### src/verilog/baud_gen_pkg.sv
package baud_gen_pkg;

  // Register indices on the plain register port (8-bit data).
  localparam logic [7:0] RX_STATUS_CONTROL_ADDR = 8'h13;
  localparam logic [7:0] TX_STATUS_CONTROL_ADDR = 8'h15;
  localparam logic [7:0] BAUD_DIVISOR_ADDR      = 8'h17;

  // Field positions.
  localparam int CLOCK_SOURCE_SELECT_BIT = 7;
  localparam int SYNC_MODE_BIT           = 4;
  localparam int PORT_ENABLE_BIT         = 7;

  // Values after reset of the control registers.
  localparam logic [7:0] TX_STATUS_CONTROL_RESET = 8'h02;
  localparam logic [7:0] RX_STATUS_CONTROL_RESET = 8'h00;
  // Power-on value of the divisor is undefined; zero is used.
  localparam logic [7:0] BAUD_DIVISOR_POWER_ON   = 8'h00;

  // Oscillator clocks per divisor step, less one, in each mode.
  localparam logic [5:0] ASYNC_PRESCALE = 6'h3f;
  localparam logic [5:0] SYNC_PRESCALE  = 6'h03;

  typedef enum logic [1:0] {
    MODE_ASYNC        = 2'b00,
    MODE_SYNC_MASTER  = 2'b01,
    MODE_SYNC_SLAVE   = 2'b10
  } rate_mode_e;

  typedef struct packed {
    logic       write;
    logic       read;
    logic [7:0] addr;
    logic [7:0] wdata;
  } reg_req_s;

endpackage : baud_gen_pkg

### src/verilog/rate_prescaler.sv
`timescale 1ns/1ps
`default_nettype none
// Divides the oscillator by one more than a selectable modulus, restarts on clear.
module rate_prescaler
  import baud_gen_pkg::*;
(
  // Clock and reset
  input  wire logic       ref_clk_in,
  input  wire logic       rst_in,
  // Control
  input  wire logic       clear_in,
  input  wire logic [5:0] modulus_in,
  // Step pulse
  output logic            step_out
);

  logic [5:0] count;
  logic [5:0] next_count;
  logic       next_step;

  always_comb begin
    next_step  = 1'b0;
    next_count = count + 6'h01;
    if (clear_in) begin
      next_count = 6'h00;
    end else if (count >= modulus_in) begin
      next_count = 6'h00;
      next_step  = 1'b1;
    end
  end

  always_ff @(posedge ref_clk_in) begin
    if (rst_in) begin
      count    <= 6'h00;
      step_out <= 1'b0;
    end else begin
      count    <= next_count;
      step_out <= next_step;
    end
  end

endmodule : rate_prescaler
`default_nettype wire

### src/verilog/usart_baud_rate_generator.sv
// Notes on behaviour
// Free-running 8-bit timer, period from divisor.
// Rate is osc/64(X+1) async, osc/4(X+1) sync.
// Divisor 0..255, every value legal.
// Rate used only async or sync master.
// One generator serves both modes.
// Divisor write clears the timer immediately.
// Divisor undefined at power-on, kept otherwise.
// Period end reloads and emits one-cycle tick.
`timescale 1ns/1ps
`default_nettype none
module usart_baud_rate_generator
  import baud_gen_pkg::*;
(
  // Clock and resets
  input  wire logic       ref_clk_in,
  input  wire logic       rst_in,
  input  wire logic       power_on_in,
  // Register port
  input  wire logic [7:0] addr_in,
  input  wire logic [7:0] wdata_in,
  input  wire logic       write_in,
  input  wire logic       read_in,
  output logic      [7:0] rdata_out,
  // Shift logic timing
  output logic            tick_out,
  output logic            rate_active_out,
  output logic            sync_mode_out
);

  // Request carrier and decoded strobes.
  reg_req_s   req;
  logic       any_reset;
  logic       divisor_write;
  logic       tx_write;
  logic       rx_write;
  logic       divisor_read;
  logic       tx_read;
  logic       rx_read;

  // Software-visible registers.
  logic [7:0] baud_divisor;
  logic [7:0] tx_status_control;
  logic [7:0] rx_status_control;
  logic [7:0] next_baud_divisor;
  logic [7:0] next_tx_status_control;
  logic [7:0] next_rx_status_control;

  // Read path.
  logic [7:0] next_rdata;

  // Mode decode.
  rate_mode_e mode;
  logic       sync_mode;
  logic       clock_source_select;
  logic       next_rate_active;
  logic       next_sync_mode;

  // Prescaler and bit-rate timer.
  logic [5:0] modulus;
  logic       step;
  logic       timer_expired;
  logic [7:0] bit_rate_timer;
  logic [7:0] next_bit_rate_timer;
  logic       next_tick;

  assign any_reset = rst_in || power_on_in;
  assign req       = '{write: write_in, read: read_in, addr: addr_in, wdata: wdata_in};

  // Write decoding of the register port; unmapped indices are ignored.
  always_comb begin
    divisor_write = 1'h0;
    tx_write      = 1'h0;
    rx_write      = 1'h0;
    if (req.write) begin
      if (req.addr == BAUD_DIVISOR_ADDR) begin
        divisor_write = 1'h1;
      end else if (req.addr == TX_STATUS_CONTROL_ADDR) begin
        tx_write = 1'h1;
      end else if (req.addr == RX_STATUS_CONTROL_ADDR) begin
        rx_write = 1'h1;
      end
    end
  end

  // Read decoding of the register port.
  always_comb begin
    divisor_read = 1'h0;
    tx_read      = 1'h0;
    rx_read      = 1'h0;
    if (req.read) begin
      if (req.addr == BAUD_DIVISOR_ADDR) begin
        divisor_read = 1'h1;
      end else if (req.addr == TX_STATUS_CONTROL_ADDR) begin
        tx_read = 1'h1;
      end else if (req.addr == RX_STATUS_CONTROL_ADDR) begin
        rx_read = 1'h1;
      end
    end
  end

  // The divisor survives the ordinary reset; only power-on resets it.
  always_comb begin
    next_baud_divisor = baud_divisor;
    if (divisor_write) begin
      next_baud_divisor = req.wdata;
    end
  end

  always_ff @(posedge ref_clk_in) begin
    if (power_on_in) begin
      baud_divisor <= BAUD_DIVISOR_POWER_ON;
    end else begin
      baud_divisor <= next_baud_divisor;
    end
  end

  // Control registers return to their reset values on every reset.
  always_comb begin
    next_tx_status_control = tx_status_control;
    next_rx_status_control = rx_status_control;
    if (tx_write) begin
      next_tx_status_control = req.wdata;
    end
    if (rx_write) begin
      next_rx_status_control = req.wdata;
    end
  end

  always_ff @(posedge ref_clk_in) begin
    if (any_reset) begin
      tx_status_control <= TX_STATUS_CONTROL_RESET;
      rx_status_control <= RX_STATUS_CONTROL_RESET;
    end else begin
      tx_status_control <= next_tx_status_control;
      rx_status_control <= next_rx_status_control;
    end
  end

  // Read data stand for one cycle only; idle and unmapped reads give zero.
  always_comb begin
    next_rdata = 8'h00;
    if (divisor_read) begin
      next_rdata = baud_divisor;
    end else if (tx_read) begin
      next_rdata = tx_status_control;
    end else if (rx_read) begin
      next_rdata = rx_status_control;
    end
  end

  always_ff @(posedge ref_clk_in) begin
    if (any_reset) begin
      rdata_out <= 8'h00;
    end else begin
      rdata_out <= next_rdata;
    end
  end

  // Mode decode from the transmit status and control register.
  assign sync_mode           = tx_status_control[SYNC_MODE_BIT];
  assign clock_source_select = tx_status_control[CLOCK_SOURCE_SELECT_BIT];

  always_comb begin
    if (!sync_mode) begin
      mode = MODE_ASYNC;
    end else if (clock_source_select) begin
      mode = MODE_SYNC_MASTER;
    end else begin
      mode = MODE_SYNC_SLAVE;
    end
  end

  // In slave mode the bit clock comes from the far end, so ticks are withheld.
  always_comb begin
    next_rate_active = (mode != MODE_SYNC_SLAVE);
    next_sync_mode   = sync_mode;
  end

  always_ff @(posedge ref_clk_in) begin
    if (any_reset) begin
      rate_active_out <= 1'h0;
      sync_mode_out   <= 1'h0;
    end else begin
      rate_active_out <= next_rate_active;
      sync_mode_out   <= next_sync_mode;
    end
  end

  // One prescaler and one timer for both modes; only the modulus changes.
  assign modulus = sync_mode ? SYNC_PRESCALE : ASYNC_PRESCALE;

  rate_prescaler u_prescaler (
    .ref_clk_in (ref_clk_in),
    .rst_in     (any_reset),
    .clear_in   (divisor_write),
    .modulus_in (modulus),
    .step_out   (step)
  );

  // Down-counting timer reloaded from the divisor at each period end.
  assign timer_expired = step && (bit_rate_timer == 8'h00);

  always_comb begin
    next_bit_rate_timer = bit_rate_timer;
    next_tick           = 1'h0;
    if (divisor_write) begin
      next_bit_rate_timer = 8'h00;
    end else if (timer_expired) begin
      next_bit_rate_timer = baud_divisor;
      next_tick           = next_rate_active;
    end else if (step) begin
      next_bit_rate_timer = bit_rate_timer - 8'h01;
    end
  end

  always_ff @(posedge ref_clk_in) begin
    if (any_reset) begin
      bit_rate_timer <= 8'h00;
      tick_out       <= 1'h0;
    end else begin
      bit_rate_timer <= next_bit_rate_timer;
      tick_out       <= next_tick;
    end
  end

endmodule : usart_baud_rate_generator
`default_nettype wire

### config.mk
export PLATFORM = sky130hd
export DESIGN_NAME = usart_baud_rate_generator
export DESIGN_NICKNAME = d
export VERILOG_FILES = /design/src/verilog/baud_gen_pkg.sv /design/src/verilog/rate_prescaler.sv /design/src/verilog/usart_baud_rate_generator.sv
export SDC_FILE = /design/constraint.sdc
export NUM_CORES = 1
export LEC_CHECK = 0
export ABC_AREA = 0
export BUFFER_PORTS_ARGS = -buffer_cell sky130_fd_sc_hd__buf_2
export CAP_MARGIN = 20
export CORE_UTILIZATION = 43
export CTS_CLUSTER_DIAMETER = 120
export DETAILED_ROUTE_END_ITERATION = 16
export HOLD_SLACK_MARGIN = 0.15
export SETUP_SLACK_MARGIN = 0.05
export SYNTH_ARGS = -nofsm -noshare
export SYNTH_HDL_FRONTEND = slang
export SYNTH_SLANG_ARGS = --single-unit
### constraint.sdc
create_clock -name ref_clk_in -period 2.11 [get_ports ref_clk_in]
set_input_delay 0.211 -clock ref_clk_in [delete_from_list [all_inputs] [get_ports ref_clk_in]]
set_output_delay 0.211 -clock ref_clk_in [all_outputs]
set_load 0.01 [all_outputs]
== Word level (Yosys, flattened, before mapping) ==
Index checks and enable logic that the tools add are counted.

* Output and inout port bits: 11
* Bits in registers: 50
* Bits of input ports: 21

* Order comparisons: 1
* Equality and inequality tests: 4
* Reduce and logical (&&, ||, !) cells: 7
* Bitwise gates (word level): 1
* Add/sub/neg operators: 2
* Muxes and demuxes: 21

{| class="wikitable"
|+ Operators with widths
! kind !! number
|-
| 2-to-1 mux 8 bit || 5
|-
| equality test 8 x 5 -> 1 bit, second input constant || 3
|-
| 2-to-1 mux 1 bit || 13
|-
| zero test 8 bit || 1
|-
| subtractor 8 x 1 -> 8 bit, second input constant || 1
|-
| adder 6 x 1 -> 6 bit, second input constant || 1
|-
| greater-or-equal comparator 6 bit || 1
|-
| 2-to-1 mux 6 bit || 1
|-
| OR reduction 3 bit || 2
|-
| 2-to-1 mux 2 bit || 2
|-
| inequality test 2 bit, second input constant || 1
|-
| nonzero test 2 bit || 1
|-
| OR reduction 2 bit || 1
|-
| logical AND 1 bit || 1
|-
| logical OR 1 bit || 1
|-
| inverter 1 bit || 1
|}

== Longest topological paths before layout ==
* Word-level depth: 8
* Depth in mapped cells: 7
* Mapped depth without buffers: 6

== By module ==
Synthesis repeated with hierarchy kept, for this count alone.

* Cells, all modules: 264
* Area, all modules: 2265.9 um2

{| class="wikitable"
|+ Modules (own cells, without submodules)
! module !! times used !! cells each !! seq. area each (um2) !! area each (um2)
|-
| usart_baud_rate_generator || 1 || 219 || 860.8 || 1861.8
|-
| rate_prescaler || 1 || 45 || 140.1 || 404.1
|}

== Worst setup path before layout ==
Ideal clock, no wire load.

* Path kind: register to register
* Start: register bit_rate_timer[2]
* End: register bit_rate_timer[0]
* Library setup time: 0.070 ns
* Path buffers: 0
* Slack: 0.497 ns
* Stages on the path, launching flop included: 5
* Arrival: 1.543 ns
* Cells stage by stage: dfxtp_1 -> nor3_1 -> and4b_1 -> mux2_2 -> a21oi_1

* Cells in the longest elaborated chain, start to end: 3
* Elaborated cells on any way between the ends: 4

{| class="wikitable"
|+ Ends and longest elaborated chain
! element !! RTL line !! text
|-
| start: declaration || usart_baud_rate_generator.sv:63 || <nowiki>logic [7:0] bit_rate_timer;</nowiki>
|-
| start signal: assignment || usart_baud_rate_generator.sv:222 || <nowiki>bit_rate_timer <= next_bit_rate_timer;</nowiki>
|-
| zero test 8 bit (*) || usart_baud_rate_generator.sv:202 || <nowiki>assign timer_expired = step && (bit_rate_timer == 8'h00);</nowiki>
|-
| logical AND 1 bit (*) || usart_baud_rate_generator.sv:202 ||
|-
| 2-to-1 mux 8 bit / nonzero test 2 bit (equally long branches) || - ||
|}

Mark *: on every way between the ends. The rest lies on a longest branch, timed or not.
A chain may end at the register's enable or synchronous reset.

== Worst setup path after layout ==
* Start: input port rst_in
* End: register u_prescaler.count[4]

* Cells in the longest elaborated chain, start to end: 2

{| class="wikitable"
|+ Ends and longest elaborated chain
! element !! RTL line !! text
|-
| start: declaration || usart_baud_rate_generator.sv:17 || <nowiki>input wire logic rst_in,</nowiki>
|-
| logical OR 1 bit || usart_baud_rate_generator.sv:67 || <nowiki>assign any_reset = rst_in || power_on_in;</nowiki>
|-
| OR reduction 3 bit (no source line) || - ||
|-
| end signal: assignment || rate_prescaler.sv:37 || <nowiki>count <= next_count;</nowiki>
|-
| end: declaration || rate_prescaler.sv:17 || <nowiki>logic [5:0] count;</nowiki>
|}

Every way passes these cells.

==> out/summary.md <==
• 22 — largest net degree at the start of global routing
• 0.410 ns — measured slew at the worst slew-check pin
• 4 — Detailed Routing Iterations Pass 1
• 0.00100 mm^2 — Sequential Area
• 0 — initial antenna violation count
• dlygate4sd3_1 — slowest cell on the critical path
• 0.806 — post-route clock period utilization
• 648 mW/mm^2 — areal power density over the cells
• 12.9 um — Wirelength per Cell
• 0.456 — initial core utilization
• 0.188 — share of final-layout standard cells stronger than drive strength 1
• 0 — Synth Warn #
• 9.28 um^2 — syn avg cell area
• 465 — Filler Cells Inserted
• 0 — remaining routing DRC violations
• 0.185 — overall fraction of global-route tracks in use
• 0 — pins over their slew limit
• 588 MHz — highest clock rate
• 2.35 ns — data required time of the worst path
• 0 — antenna diode count
• dfxtp_1 — leading area contributor after synthesis
• in2reg — class of the most critical setup path
• 1.70 ns — clock period minus final worst setup slack
• 0.30 ns — latest clock arrival within the worst-skew pair
• clkbuf_8 — cell at the root of the clock tree
• 490 uV — highest ir drop seen on vdd
• 0.756 — global placement routability congestion
• 32 — IO Count
• 0 — antenna violation net count after detailed routing
• 0 — total congestion overflow
• 68 — number of DRC markers after the initial detailed-route iteration
• 235 — cell count after synthesis
• 0.00536 mm^2 — overall die area
• 2 — number of buffers on the longest clock path
• 0.53 ns — largest stage delay on the critical path
• 0 — final setup violating endpoints
• 16.4% — area added between synthesis and finish
• dfxtp_1 (50), nor2_1 (42), mux2i_1 (24) — Synth top cells by count
• 0 — count of flip-flops with a built-in enable after synthesis
• 1.15 nW — Leakage Power
• 0 — async set-or-reset flop fraction in the synthesized netlist
• finished, final reports clean — outcome
• 2 — htree depth
• 37 — number of different library cells in the post-synthesis netlist
• 0 — Final Hold Fails
• dlygate4sd3_1, buf_2, or2_1, a41o_1, a2111o_1, nor2_1 — sequence of cells on the critical path
• 0.489 ns — setup slack at placement
• 0.410 ns — Worst Slack Setup Final
• dfxtp_1 — most frequent cell after synthesis
• 6 — critical-path maximum fanout
• 1.65 mW — total power
• 298 — number of nets at the end of the flow
• 5 — number of buffers added by the clock tree synthesis step
• 0.459 — part of the Yosys area used for sequential elements
• 73.2 um — die outline width
• 0.720 — relative slew slack
• 0 — setup fix buffers added after clock tree synthesis
• 0.00218 mm^2 — Mapped Area
• 5.14 — post-detailed-route via-to-cell ratio
• 2 — Buf/Inv on CP
• 0.00107 mm^2 — area used by multi-input combinational logic
• 0 — maximum capacitance violations
• compound AO/OA/AOI/OAI gates — dominant delay contributor by cell family on the critical path
• 1.94 ns — data arrival time of the critical path
• 3.26 mm — HPWL after DPL
• dfxtp_1 — most instantiated flip-flop cell in the synthesis netlist
• 1,575 — vias in the first global route
• input pin — Critical Path Start Type
• 0 ns — summed negative setup slack over all endpoints
• 0.459 — portion of synthesized cell area occupied by the leading cell type
• flop — kind of end point of the critical path
• 0.00479 mm^2 — core region area
• 263 — Syn Nets
• 0.00246 ns — Setup Skew
• 31 — IO Port Bufs
• 25 — FP Rows
• 7.44 mm — wire length of the first global-routing pass
• 0.08 ns — clk slew on worst S/H paths
• 50 — number of sinks driven by the clock tree
• done — TritonCTS clock tree
• 4.37 mm — total wirelength of the detailed-routed design
• dfxtp_1 (46%), mux2i_1 (11%), nor2_1 (7.2%) — cells taking the most area after synthesis
• false — unrepaired setup endpoints after global routing
• in2reg — path class of the lowest-slack min-delay path
• 50 — Yosys reg bits
• 1,737 — total via count in the routed design
• 73.2 um — Die Ht
==> worst min-delay path, cell delays in order <==
cell	delay, ns
buf_2	0.11
mux2i_1	0.07
nand2_1	0.06
==> path summary, 6_finish.rpt <==
| check | start | end | slack, ns | cells after the start |
|---|---|---|---|---|
| setup / recovery | rst_in | u_prescaler.count[4] | 0.41 | 6 |
| hold / removal | wdata_in[1] | tx_status_control[1] | 0.18 | 3 |
| setup reg to reg | bit_rate_timer[0] | bit_rate_timer[1] | 0.54 | 6 |
| hold reg to reg | u_prescaler.count[0] | u_prescaler.count[0] | 0.47 | 1 |
==> registers in the layout, indices dropped and copies added, names as in the netlist, 6 cells and up <==
register	flops
tx_status_control	8
baud_divisor	8
rx_status_control	8
rdata_out	8
bit_rate_timer	8
u_prescaler.count	6
==> area by class of cell <==
class / count / area share
Multi-Input combinational cell: 161 / 0.423
Clock buffer: 8 / 0.0434
Timing Repair Buffer: 40 / 0.0887
Inverter: 12 / 0.0177
Sequential cell: 50 / 0.394
Tap cell: 67 / 0.0330
==> logic make-up (layout without fill, tap and decap cells) <==
kind of cell / Yosys count / count (layout) / share of synthesized area
compound gates: 32 / 32 / 0.0998
xor+xnor: 4 / 4 / 0.0161
fa+ha+maj: 7 / 7 / 0.0402
buf+inv: 24 / 60 / 0.0488
flops: 50 / 50 / 0.459
mux: 27 / 27 / 0.126
simple gates: 91 / 91 / 0.211
==> per-layer routing <==
metal,GRT usage,vias up,wire (um)
li1,-,900,-
met1,0.255,795,2180
met5,0,-,0
met4,0.0588,0,62
met2,0.285,38,1930
met3,0.0428,4,199
==> cell usage in the layout, fill, tap and decap left out, types with 2 or more instances in the layout <==
| cell type | synthesis | final |
|---|---|---|
| nor2_1 | 42 | 42 |
| xor2_1 | 3 | 3 |
| and3_1 | 3 | 3 |
| mux2i_1 | 24 | 24 |
| nor3_1 | 3 | 3 |
| clkbuf_8 | 0 | 8 |
| nand3_1 | 11 | 11 |
| buf_4 | 0 | 8 |
| nand3b_1 | 2 | 2 |
| a2111oi_0 | 8 | 8 |
| and4_1 | 3 | 3 |
| buf_2 | 1 | 31 |
| nand2_1 | 8 | 8 |
| ha_1 | 7 | 7 |
| a31oi_1 | 6 | 6 |
| inv_1 | 12 | 12 |
| nand4b_1 | 2 | 2 |
| nor3b_1 | 2 | 2 |
| nand4_1 | 4 | 4 |
| a21oi_1 | 13 | 13 |
| nand2b_1 | 3 | 3 |
| mux2_2 | 3 | 3 |
| dfxtp_1 | 50 | 50 |
==> report_power, final <==
part           internal (mW)  switching, mW  total (mW)
sequential             0.946        0.00218       0.948
clock                  0.331          0.294       0.625
combinational         0.0295         0.0431      0.0726
==> through the flow <==
step,hold slack [ns],util,cells,instance area [um^2]
floorplan,0.315,-,235,2180
global placement,0.445,0.505,329,2420
detailed placement,0.439,0.505,329,2420
CTS,0.170,0.530,338,2540
global route,0.182,0.530,338,2540
finish,0.175,0.530,338,2540
==> what timing repair did <==
action	in CTS	in global routing
endpoints found under the hold margin	1	0
hold buffers	1	0
gates resized for setup	0	0
Note: power is estimated with default switching activity, not from simulation.
